<file path="src/ccr_pkg.sv">
// Purpose: shared constants and carriers for the configuration register bank
// Assumes: 8-bit index/data i/o port pair on the cpu bus clock
// Notes: offsets are register indices behind the data port
package ccr_pkg;
  localparam logic [15:0] CCR_PORT_INDEX = 16'h0022;
  localparam logic [15:0] CCR_PORT_DATA = 16'h0024;
  localparam logic [15:0] CCR_PORT_KBD = 16'h0064;
  localparam logic [7:0] CCR_IDX_CTRL1 = 8'h20;
  localparam logic [7:0] CCR_IDX_CTRL2 = 8'h21;
  localparam logic [7:0] CCR_IDX_NC1_HI = 8'h28;
  localparam logic [7:0] CCR_IDX_NC1_LO = 8'h29;
  localparam logic [7:0] CCR_IDX_NC2_HI = 8'h2a;
  localparam logic [7:0] CCR_IDX_NC2_LO = 8'h2b;
  localparam logic [7:0] CCR_IDX_BOOT = 8'h2d;
  localparam logic [7:0] CCR_IDX_RNG_UP = 8'h2e;
  localparam logic [7:0] CCR_IDX_RNG_LO = 8'h2f;
  localparam int CCR_BIT_BURST = 5;
  localparam int CCR_BIT_TAG = 4;
  localparam int CCR_BIT_ALE = 3;
  localparam int CCR_BIT_ATWS = 2;
  localparam int CCR_BIT_KBDRST = 1;
  localparam int CCR_BIT_FASTRST = 0;
  localparam logic [7:0] CCR_RESET_VAL = 8'h00;
  localparam logic [5:0] CCR_CTRL1_WMASK = 6'h3f;
  localparam logic [7:0] CCR_NC_HI_MASK = 8'he7;
  localparam logic [19:0] CCR_SEG_BASE_LO = 20'hc0000;
  localparam logic [19:0] CCR_SEG_BASE_UP = 20'he0000;
  localparam int CCR_SEG_SHIFT = 14;
  localparam int CCR_RST_PULSE_CYC = 4;

  typedef struct packed {
    logic wr;
    logic rd;
    logic [15:0] port;
    logic [7:0] data;
  } ccr_io_type;

  typedef struct packed {
    logic burst_x2;
    logic tag_sample_en;
    logic single_ale;
    logic at_wait;
    logic read_lead_fast;
    logic write_lead_fast;
    logic [2:0] l1_upper;
  } ccr_cfg_type;
endpackage : ccr_pkg

</file>
<file path="src/ccr_regs.sv">
// Purpose: configuration register bank reached through index/data i/o ports
// Assumes: i/o strobes are one-cycle pulses synchronous to i_mclk
// Notes: control register 2 (21h) is held only for its two leadoff bits
`timescale 1ns/1ps
module ccr_regs
  import ccr_pkg::*;
#(
  parameter logic [1:0] REVISION = 2'h3 // arbitrary revision code
)(
  input wire logic i_mclk, // cpu bus clock
  input wire logic i_resetn, // sync reset, active low
  input wire logic i_ce, // clock enable
  input wire ccr_pkg::ccr_io_type i_io, // i/o cycle
  output logic [7:0] o_rdata, // read data, registered
  input wire logic i_strap_mode, // cache_mode_strap level
  input wire logic i_halt, // halt cycle seen, pulse
  input wire logic [26:0] i_addr, // memory address
  output ccr_pkg::ccr_cfg_type o_cfg, // decoded settings
  output logic o_non_cacheable, // address in uncached block
  output logic o_l2_cacheable, // address in l2-cacheable segment
  output logic o_cpu_reset // cpu reset pulse
);
  import ccr_pkg::*;

  typedef struct packed {
    logic [7:0] index;
    logic [5:0] ctrl1;
    logic [1:0] ctrl2;
    logic [7:0] nc1_hi;
    logic [7:0] nc1_lo;
    logic [7:0] nc2_hi;
    logic [7:0] nc2_lo;
    logic [7:0] boot;
    logic [7:0] rng_up;
    logic [7:0] rng_lo;
    logic [7:0] rdata;
    logic strap;
    logic strap_taken;
    logic kbd_pending;
    logic [2:0] rst_cnt;
  } ccr_state_type;

  ccr_state_type st;
  ccr_state_type next_st;

  // size encoding: block spans 64KB << (size - 1) (size 0 = off)
  function automatic logic in_block(input logic [7:0] hi, input logic [7:0] lo,
                                    input logic [26:0] a);
    logic [10:0] base;
    logic [10:0] mask;
    base = {hi[2:0], lo};
    mask = 11'h7ff << (hi[7:5] - 3'h1);
    in_block = (hi[7:5] != 3'h0) && ((a[26:16] & mask) == (base & mask));
  endfunction : in_block

  wire logic io_data = i_io.port == CCR_PORT_DATA;
  wire logic kbd_wr = i_io.wr && i_io.port == CCR_PORT_KBD;
  wire logic halt_rst = i_halt && (st.ctrl1[CCR_BIT_FASTRST] || st.kbd_pending);

  always_comb
  begin
    next_st = st;
    if (!st.strap_taken)
    begin
      next_st.strap = i_strap_mode; // strap caught after reset release
      next_st.strap_taken = 1'b1;
    end
    if (i_io.wr && i_io.port == CCR_PORT_INDEX)
      next_st.index = i_io.data;
    if (i_io.wr && io_data)
    begin
      unique case (st.index)
        CCR_IDX_CTRL1: next_st.ctrl1 = i_io.data[5:0] & CCR_CTRL1_WMASK;
        CCR_IDX_CTRL2: next_st.ctrl2 = i_io.data[1:0];
        CCR_IDX_NC1_HI: next_st.nc1_hi = i_io.data & CCR_NC_HI_MASK;
        CCR_IDX_NC1_LO: next_st.nc1_lo = i_io.data;
        CCR_IDX_NC2_HI: next_st.nc2_hi = i_io.data & CCR_NC_HI_MASK;
        CCR_IDX_NC2_LO: next_st.nc2_lo = i_io.data;
        CCR_IDX_BOOT: next_st.boot = i_io.data;
        CCR_IDX_RNG_UP: next_st.rng_up = i_io.data;
        CCR_IDX_RNG_LO: next_st.rng_lo = i_io.data;
        default: ;
      endcase
    end
    if (i_io.rd && io_data)
    begin
      unique case (st.index)
        CCR_IDX_CTRL1: next_st.rdata = {REVISION, st.ctrl1};
        CCR_IDX_CTRL2: next_st.rdata = {6'h00, st.ctrl2};
        CCR_IDX_NC1_HI: next_st.rdata = st.nc1_hi;
        CCR_IDX_NC1_LO: next_st.rdata = st.nc1_lo;
        CCR_IDX_NC2_HI: next_st.rdata = st.nc2_hi;
        CCR_IDX_NC2_LO: next_st.rdata = st.nc2_lo;
        CCR_IDX_BOOT: next_st.rdata = st.boot;
        CCR_IDX_RNG_UP: next_st.rdata = st.rng_up;
        CCR_IDX_RNG_LO: next_st.rdata = st.rng_lo;
        default: next_st.rdata = 8'hff; // 2ch and others float high
      endcase
    end
    // a pending keyboard reset is consumed by the halt or write that fires it
    if (halt_rst || (kbd_wr && st.ctrl1[CCR_BIT_KBDRST]))
      next_st.kbd_pending = 1'b0;
    // a new deferred request in the same cycle wins over the clear
    if (kbd_wr && !st.ctrl1[CCR_BIT_KBDRST])
      next_st.kbd_pending = 1'b1;
    if (st.rst_cnt != 3'h0)
      next_st.rst_cnt = st.rst_cnt - 3'h1;
    if ((kbd_wr && st.ctrl1[CCR_BIT_KBDRST]) || halt_rst)
      next_st.rst_cnt = 3'(CCR_RST_PULSE_CYC);
  end

  always_ff @(posedge i_mclk)
  begin
    if (!i_resetn)
    begin
      st <= '0;
      st.ctrl1 <= CCR_RESET_VAL[5:0];
    end
    else if (i_ce)
      st <= next_st;
  end

  logic [19:0] a20;
  logic [3:0] seg;
  always_comb
  begin
    a20 = i_addr[19:0];
    seg = 4'((a20 - CCR_SEG_BASE_LO) >> CCR_SEG_SHIFT);
    o_l2_cacheable = 1'b0;
    if (a20 >= CCR_SEG_BASE_LO && a20 < CCR_SEG_BASE_UP && i_addr[26:20] == 7'h00)
      o_l2_cacheable = st.rng_lo[seg[2:0]];
    else if (a20 >= CCR_SEG_BASE_UP && seg < 4'hb && i_addr[26:20] == 7'h00)
      o_l2_cacheable = st.rng_up[seg[1:0]] && seg[3];
  end

  assign o_non_cacheable = in_block(st.nc1_hi, st.nc1_lo, i_addr)
                        || in_block(st.nc2_hi, st.nc2_lo, i_addr);
  assign o_rdata = st.rdata;
  assign o_cpu_reset = st.rst_cnt != 3'h0;
  assign o_cfg.burst_x2 = st.ctrl1[CCR_BIT_BURST];
  assign o_cfg.tag_sample_en = !st.strap && !st.ctrl1[CCR_BIT_TAG];
  assign o_cfg.single_ale = st.ctrl1[CCR_BIT_ALE];
  assign o_cfg.at_wait = st.ctrl1[CCR_BIT_ATWS];
  assign o_cfg.read_lead_fast = st.ctrl2[0];
  assign o_cfg.write_lead_fast = st.ctrl2[1];
  assign o_cfg.l1_upper = st.rng_up[7:5];

  property p_fast_rst;
    @(posedge i_mclk) disable iff (!i_resetn)
      (i_ce && i_halt && st.ctrl1[CCR_BIT_FASTRST]) |=> o_cpu_reset;
  endproperty
  a_fast_rst: assert property (p_fast_rst) else $error("halt gave no reset");

  property p_kbd_now;
    @(posedge i_mclk) disable iff (!i_resetn)
      (i_ce && kbd_wr && st.ctrl1[CCR_BIT_KBDRST]) |=> o_cpu_reset;
  endproperty
  a_kbd_now: assert property (p_kbd_now) else $error("kbd write gave no reset");

  property p_kbd_wait;
    @(posedge i_mclk) disable iff (!i_resetn)
      (i_ce && kbd_wr && !st.ctrl1[CCR_BIT_KBDRST] && !i_halt && !o_cpu_reset)
      |=> !o_cpu_reset && st.kbd_pending;
  endproperty
  a_kbd_wait: assert property (p_kbd_wait) else $error("kbd reset not deferred");

  property p_kbd_set;
    @(posedge i_mclk) disable iff (!i_resetn)
      (i_ce && kbd_wr && !st.ctrl1[CCR_BIT_KBDRST]) |=> st.kbd_pending;
  endproperty
  a_kbd_set: assert property (p_kbd_set) else $error("deferred kbd reset lost");

  property p_rev;
    @(posedge i_mclk) disable iff (!i_resetn)
      (i_ce && i_io.rd && io_data && st.index == CCR_IDX_CTRL1) |=> o_rdata[7:6] == REVISION;
  endproperty
  a_rev: assert property (p_rev) else $error("revision bits wrong");

  property p_index;
    @(posedge i_mclk) disable iff (!i_resetn)
      (i_ce && i_io.wr && i_io.port == CCR_PORT_INDEX) |=> st.index == $past(i_io.data);
  endproperty
  a_index: assert property (p_index) else $error("index not taken");

  property p_burst;
    @(posedge i_mclk) disable iff (!i_resetn)
      (i_ce && i_io.wr && io_data && st.index == CCR_IDX_CTRL1)
      |=> o_cfg.burst_x2 == $past(i_io.data[5]) && o_cfg.at_wait == $past(i_io.data[2]);
  endproperty
  a_burst: assert property (p_burst) else $error("control bits not stored");

  property p_tag;
    @(posedge i_mclk) disable iff (!i_resetn)
      st.strap |-> !o_cfg.tag_sample_en;
  endproperty
  a_tag: assert property (p_tag) else $error("tag sampling with strap high");

  property p_nc_unused;
    @(posedge i_mclk) disable iff (!i_resetn)
      (i_ce && i_io.wr && io_data && st.index == CCR_IDX_NC1_HI) |=> st.nc1_hi[4:3] == 2'h0;
  endproperty
  a_nc_unused: assert property (p_nc_unused) else $error("unused bits stored");

  property p_seg_c0;
    @(posedge i_mclk) disable iff (!i_resetn)
      (i_addr[26:14] == 13'h0030) |-> o_l2_cacheable == st.rng_lo[0];
  endproperty
  a_seg_c0: assert property (p_seg_c0) else $error("c0000 segment lookup wrong");
endmodule : ccr_regs

</file>
<file path="config.mk">
export PLATFORM = sky130hd
export DESIGN_NAME = ccr_regs
export DESIGN_NICKNAME = d
export VERILOG_FILES = /design/src/ccr_pkg.sv /design/src/ccr_regs.sv
export SDC_FILE = /design/constraint.sdc
export NUM_CORES = 1
export LEC_CHECK = 0
export BUFFER_PORTS_ARGS = -buffer_cell sky130_fd_sc_hd__buf_2
export CELL_PAD_IN_SITES_DETAIL_PLACEMENT = 2
export CELL_PAD_IN_SITES_GLOBAL_PLACEMENT = 2
export CORE_UTILIZATION = 35
export CTS_CLUSTER_SIZE = 10
export DETAILED_ROUTE_END_ITERATION = 12
export HOLD_SLACK_MARGIN = 0.15
export PLACE_DENSITY_LB_ADDON = 0.05
export SLEW_MARGIN = 15
export SYNTH_ARGS = -nofsm -noshare
export SYNTH_HDL_FRONTEND = slang
export SYNTH_SLANG_ARGS = --single-unit
</file>
<file path="constraint.sdc">
create_clock -name i_mclk -period 2.9 [get_ports i_mclk]
set_input_delay 0.58 -clock i_mclk [delete_from_list [all_inputs] [get_ports i_mclk]]
set_output_delay 0.58 -clock i_mclk [all_outputs]
set_load 0.03 [all_outputs]
</file>
# Yosys cells after proc, flatten, opt, wreduce, memory -nomap -nowiden
# Index checks and enable logic that the tools add are counted.
# Widths: inputs -> output; s select.
# totals
word_cells	98
out_inout_bits	20
regBits	82
input_bits	58
# op_classes
n_reduce_logical	41
n_bitwise	5
n_eq_ne	14
magnitude_cmp	6
addsub	4
shifts	2
mux	11
# op_table
operator	count
$eq 8x6->1 const B	9
$pmux 8 s9	1
$and 11x11->11	4
$ge 20x20->1 const B	2
$eq 16x6->1 const B	2
$reduce_and 3->1	9
$eq 11x11->1	2
$shl 11x3->11 const A	2
$lt 20x20->1 const B	1
$sub 18x1->18 const B	1
$eq 16x7->1 const B	1
$logic_and 1x1->1	15
$reduce_and 2->1	5
$reduce_bool 3->1	3
$sub 3x1->3 const B	3
$logic_not 7->1	1
$mux 1	6
$mux 3	2
$lt 2x4->1 const B	1
$lt 3x4->1 const B	1
$lt 4x4->1 const B	1
$reduce_bool 2->1	2
$bmux 1 s3	1
$logic_not 1->1	3
3 further kinds	5

# Longest topological paths before layout
# depth
depth_word	6
ltp_mapped	8
ltp_nobuf	7

# Worst setup path after synthesis
# Ideal clock, no wire load.
# synth_timing
path_type	input to register
start	input port i_io[8] in the netlist's numbering
end	register st[54] in the netlist's numbering
setup_slack_ns	0.328
n_path_buf	0
required_ns	2.827
cell_stages	5
setup_ns	0.073
arrival_time_ns	2.499
cell_sequence	or4_4 nor4b_4 nand4_4 nor4_4 mux2i_1
# synth_between
elab_chain_len	3
# synth_lines
item	line_no	rtl
start: declaration	ccr_regs.sv:13	input wire ccr_pkg::ccr_io_type i_io,
$eq 16x6->1	ccr_regs.sv:56	wire logic io_data = i_io.port == CCR_PORT_DATA;
$logic_and 1x1->1	ccr_regs.sv:70	if (i_io.wr && io_data)
$reduce_and 3->1 (no source line)	--	
end signal: assignment	ccr_regs.sv:120	st <= next_st;
end: declaration	ccr_regs.sv:43	ccr_state_type st;
# No other way between the ends.
# A chain may end at the register's enable or synchronous reset.

# Worst setup path in the final report
# layout_timing
start	register st[67] in the netlist's numbering
end	output port o_non_cacheable
# layout_between
elab_chain_len	6
word_cells_on_any_way	8
classes_between	add/sub (1); eq/ne (1); shift (1); bitwise (2); reduce/logical (3)
# layout_lines
item	line_no	rtl
$sub 3x1->3	ccr_regs.sv:52	mask = 11'h7ff << (hi[7:5] - 3'h1);
$shl 11x3->11	ccr_regs.sv:52	
$and 11x11->11	ccr_regs.sv:53	in_block = (hi[7:5] != 3'h0) && ((a[26:16] & mask) == (base & mask));
$eq 11x11->1	ccr_regs.sv:53	
$logic_and 1x1->1 (*)	ccr_regs.sv:53	
$logic_or 1x1->1 (*)	ccr_regs.sv:137	|| in_block(st.nc2_hi, st.nc2_lo, i_addr);
end: declaration	ccr_regs.sv:19	output logic o_non_cacheable,
# Mark *: on every way between the ends. The rest lies on a longest branch, timed or not.

==> flow_summary_export.csv <==
group,metric,value,unit
sta,fin_setup_tns,0,ps
logic_synthesis,synthTopCellsByArea,"dfxtp_1 (36%), mux2i_1 (16%), nand2_1 (6.7%)",
global_route,antenna_found_initial,0,
finish,syn_to_final_growth,19.6,%
clock_tree,clock-root-buffer,"clkbuf_16",
setup_path,cp-end-kind,"output port",
global_route,grt_pass1_wl,23100,um
logic_synthesis,syn_area,4560,um^2
sta,skew,7.04,ps
logic_synthesis,synth_warnings,0,
die,core_area,12700,um^2
routing,first_iter_violations,93,
sta,finalWorstSetupSlack,221,ps
sta,final.min_clock_period,2680,ps
routing,viasPerCell,5.29,
logic_synthesis,synth_top_area_share,0.360,
finish,diodes,0,
die,die_x,116,um
logic_synthesis,async_flop_share,0,
routing,wl_per_cell,20.9,um
pwr,p_sw,0.579,mW
pwr,ir_drop,0.255,mV
pwr,internal_power,2.13,mW
clock_tree,cts_resized,0,
flow_run,drv_cap,0,
logic_synthesis,synth-edff-count,0,
routing,route.detailed.drc,0,
sta,grt_setup_unrepaired,"no",
logic_synthesis,synth.largest_area_cell,"dfxtp_1",
finish,post-route-util,0.430,
min_path,hp-class,"register to register",
place,gp_routability_congestion,0.799,
logic_synthesis,ys_types,51,
place,placed_cell_area,5080,um^2
setup_path,cp_top_family,"compound AO/OA/AOI/OAI gates",
logic_synthesis,synth_cells,488,
sta,worst_pin_slew,692,ps
clock_tree,cts_sinks,82,
routing,vias,3811,
sta,slew_headroom,0.538,
die,die_height,116,um
finish,fin_area,5450,um^2
setup_path,path_common_cell,"inv_1",
clock_tree,clk_pin_slew,70,ps
sta,max_freq,373,MHz
pwr,p_leak,2.10,nW
die,die-area,13500,um^2
setup_path,crit_chain,"inv_1, ha_1, inv_1, o21ai_0, nor4_1, o2111ai_1, o22ai_1, buf_2",
pwr,p_comb_frac,0.049,
setup_path,cp_num_buf_inv,3,
pwr,switching_share,0.214,
die,start_util,0.360,
global_route,grt_max_degree,34,
die,rows,41,
place,port_buffers,63,
sta,setup_violations,0,
logic_synthesis,ys_seq_elements,82,
global_route,grt_overflow,0,
setup_path,crit_required,2320,ps
setup_path,arrival,2100,ps
clock_tree,cts_htree_levels,3,
routing,antenna_left,0,
clock_tree,clk_latency,350,ps
setup_path,crit_fanout,4,
place,place_ws,180,ps
global_route,grt_usage,0.239,
logic_synthesis,syn_avg_cell_area,9.35,um^2
clock_tree,post-cts-setup-buffers,0,
clock_tree,cts_buffer_depth,2,
finish,finalNetCount,610,
sta,hold_violations,0,
logic_synthesis,synth_most_common_cell,"dfxtp_1",
pwr,seqPwrFrac,0.417,
finish,final_layout_size_suffix_gt1_frac,0.242,
die,top_level_ports,78,
pwr,p_clk_frac,0.534,
setup_path,crit_path_max_incr_delay,390,ps
status,status,"finished clean",
setup_path,start_kind,"register",
clock_tree,cts_tree,"built",
pwr,powerDensity,497,nW/um^2
clock_tree,holdBufCountCts,0,
sta,slew_viol_final,0,
global_route,grt_pass1_vias,4108,
clock_tree,cts_made_buffers,9,
routing,first_pass_iters,4,
logic_synthesis,synth_common_cells,"dfxtp_1 (82), nand2_1 (81), mux2i_1 (74)",
logic_synthesis,syn-num-nets,554,
routing,drt-total-wl,15000,um
setup_path,cpMaxStageDelayCell,"dfxtp_1",
place,dp_hpwl,11400,um
sta,min_period_over_period,0.924,
setup_path,path_class,"register to output port",
logic_synthesis,ys_dominant_reg_cell,"dfxtp_1",
logic_synthesis,synth_seq_area_share,0.360,
## layout make-up
type / instances / area (um^2)
clock inverter: 6 / 138
inverter: 14 / 52.6
timing repair buffer: 85 / 505
fill: 1419 / 7220
tap: 172 / 215
sequential: 82 / 1640
clock buffer: 10 / 239
multi-input combinational: 352 / 2660
## worst min-delay path, stage by stage (launching register included)
cell,delay (ps)
dfxtp_1,310
nand2_1,50
mux2i_1,50
## layout by cell type (no fill, tap or decap), drive strengths merged, types with 7 or more instances in the layout
master  count
nor2       28
mux2       10
xnor2       7
buf        85
ha          8
clkbuf     10
a21oi      11
xor2       18
o21ai      20
inv        14
mux2i      74
dfxtp      82
nor4       11
nand2      82
## stage by stage
| step | cells | total power [mW] | hold slack (ps) |
|---|---|---|---|
| floorplan | 488 | 1.21 | 432 |
| global placement | 705 | 1.28 | 440 |
| detailed placement | 705 | 1.29 | 456 |
| CTS | 721 | 2.74 | 465 |
| global route | 721 | 2.79 | 476 |
| finish | 721 | 2.71 | 458 |
## final timing paths
check	start	end	slack [ps]	cells past startpoint
setup / recovery	st[67]	o_non_cacheable	220	8
hold reg to reg	st[37]	st[37]	460	2
setup reg to reg	st[81]	o_cfg[2]	680	4
hold / removal	st[37]	st[37]	460	2
## power by group through the flow
stage | combinational [mW] | clock (mW) | sequential [mW]
global placement | 0.130 | 0 | 1.15
finish | 0.133 | 1.45 | 1.13
floorplan | 0.0590 | 0 | 1.15
global route | 0.145 | 1.52 | 1.13
CTS | 0.135 | 1.47 | 1.13
detailed placement | 0.135 | 0 | 1.15
## flip-flops by register name (all words and copies together), names as in the netlist
name and count:
o_cfg 8, o_rdata 8, st 66
## per-layer routing
layer,up-vias,routed length [um],GRT usage
met4,0,330,0.102
met1,1907,6810,0.291
li1,1823,-,-
met2,66,7490,0.423
met5,-,0,0
met3,15,405,0.0306
## kinds of logic after synthesis
kind of cell    synth area share
fa+ha+maj                 0.0219
compound gates             0.100
flops                      0.360
mux                        0.217
simple gates               0.195
buf+inv                   0.0579
xor+xnor                  0.0480
(Power assumes the default switching activity.)
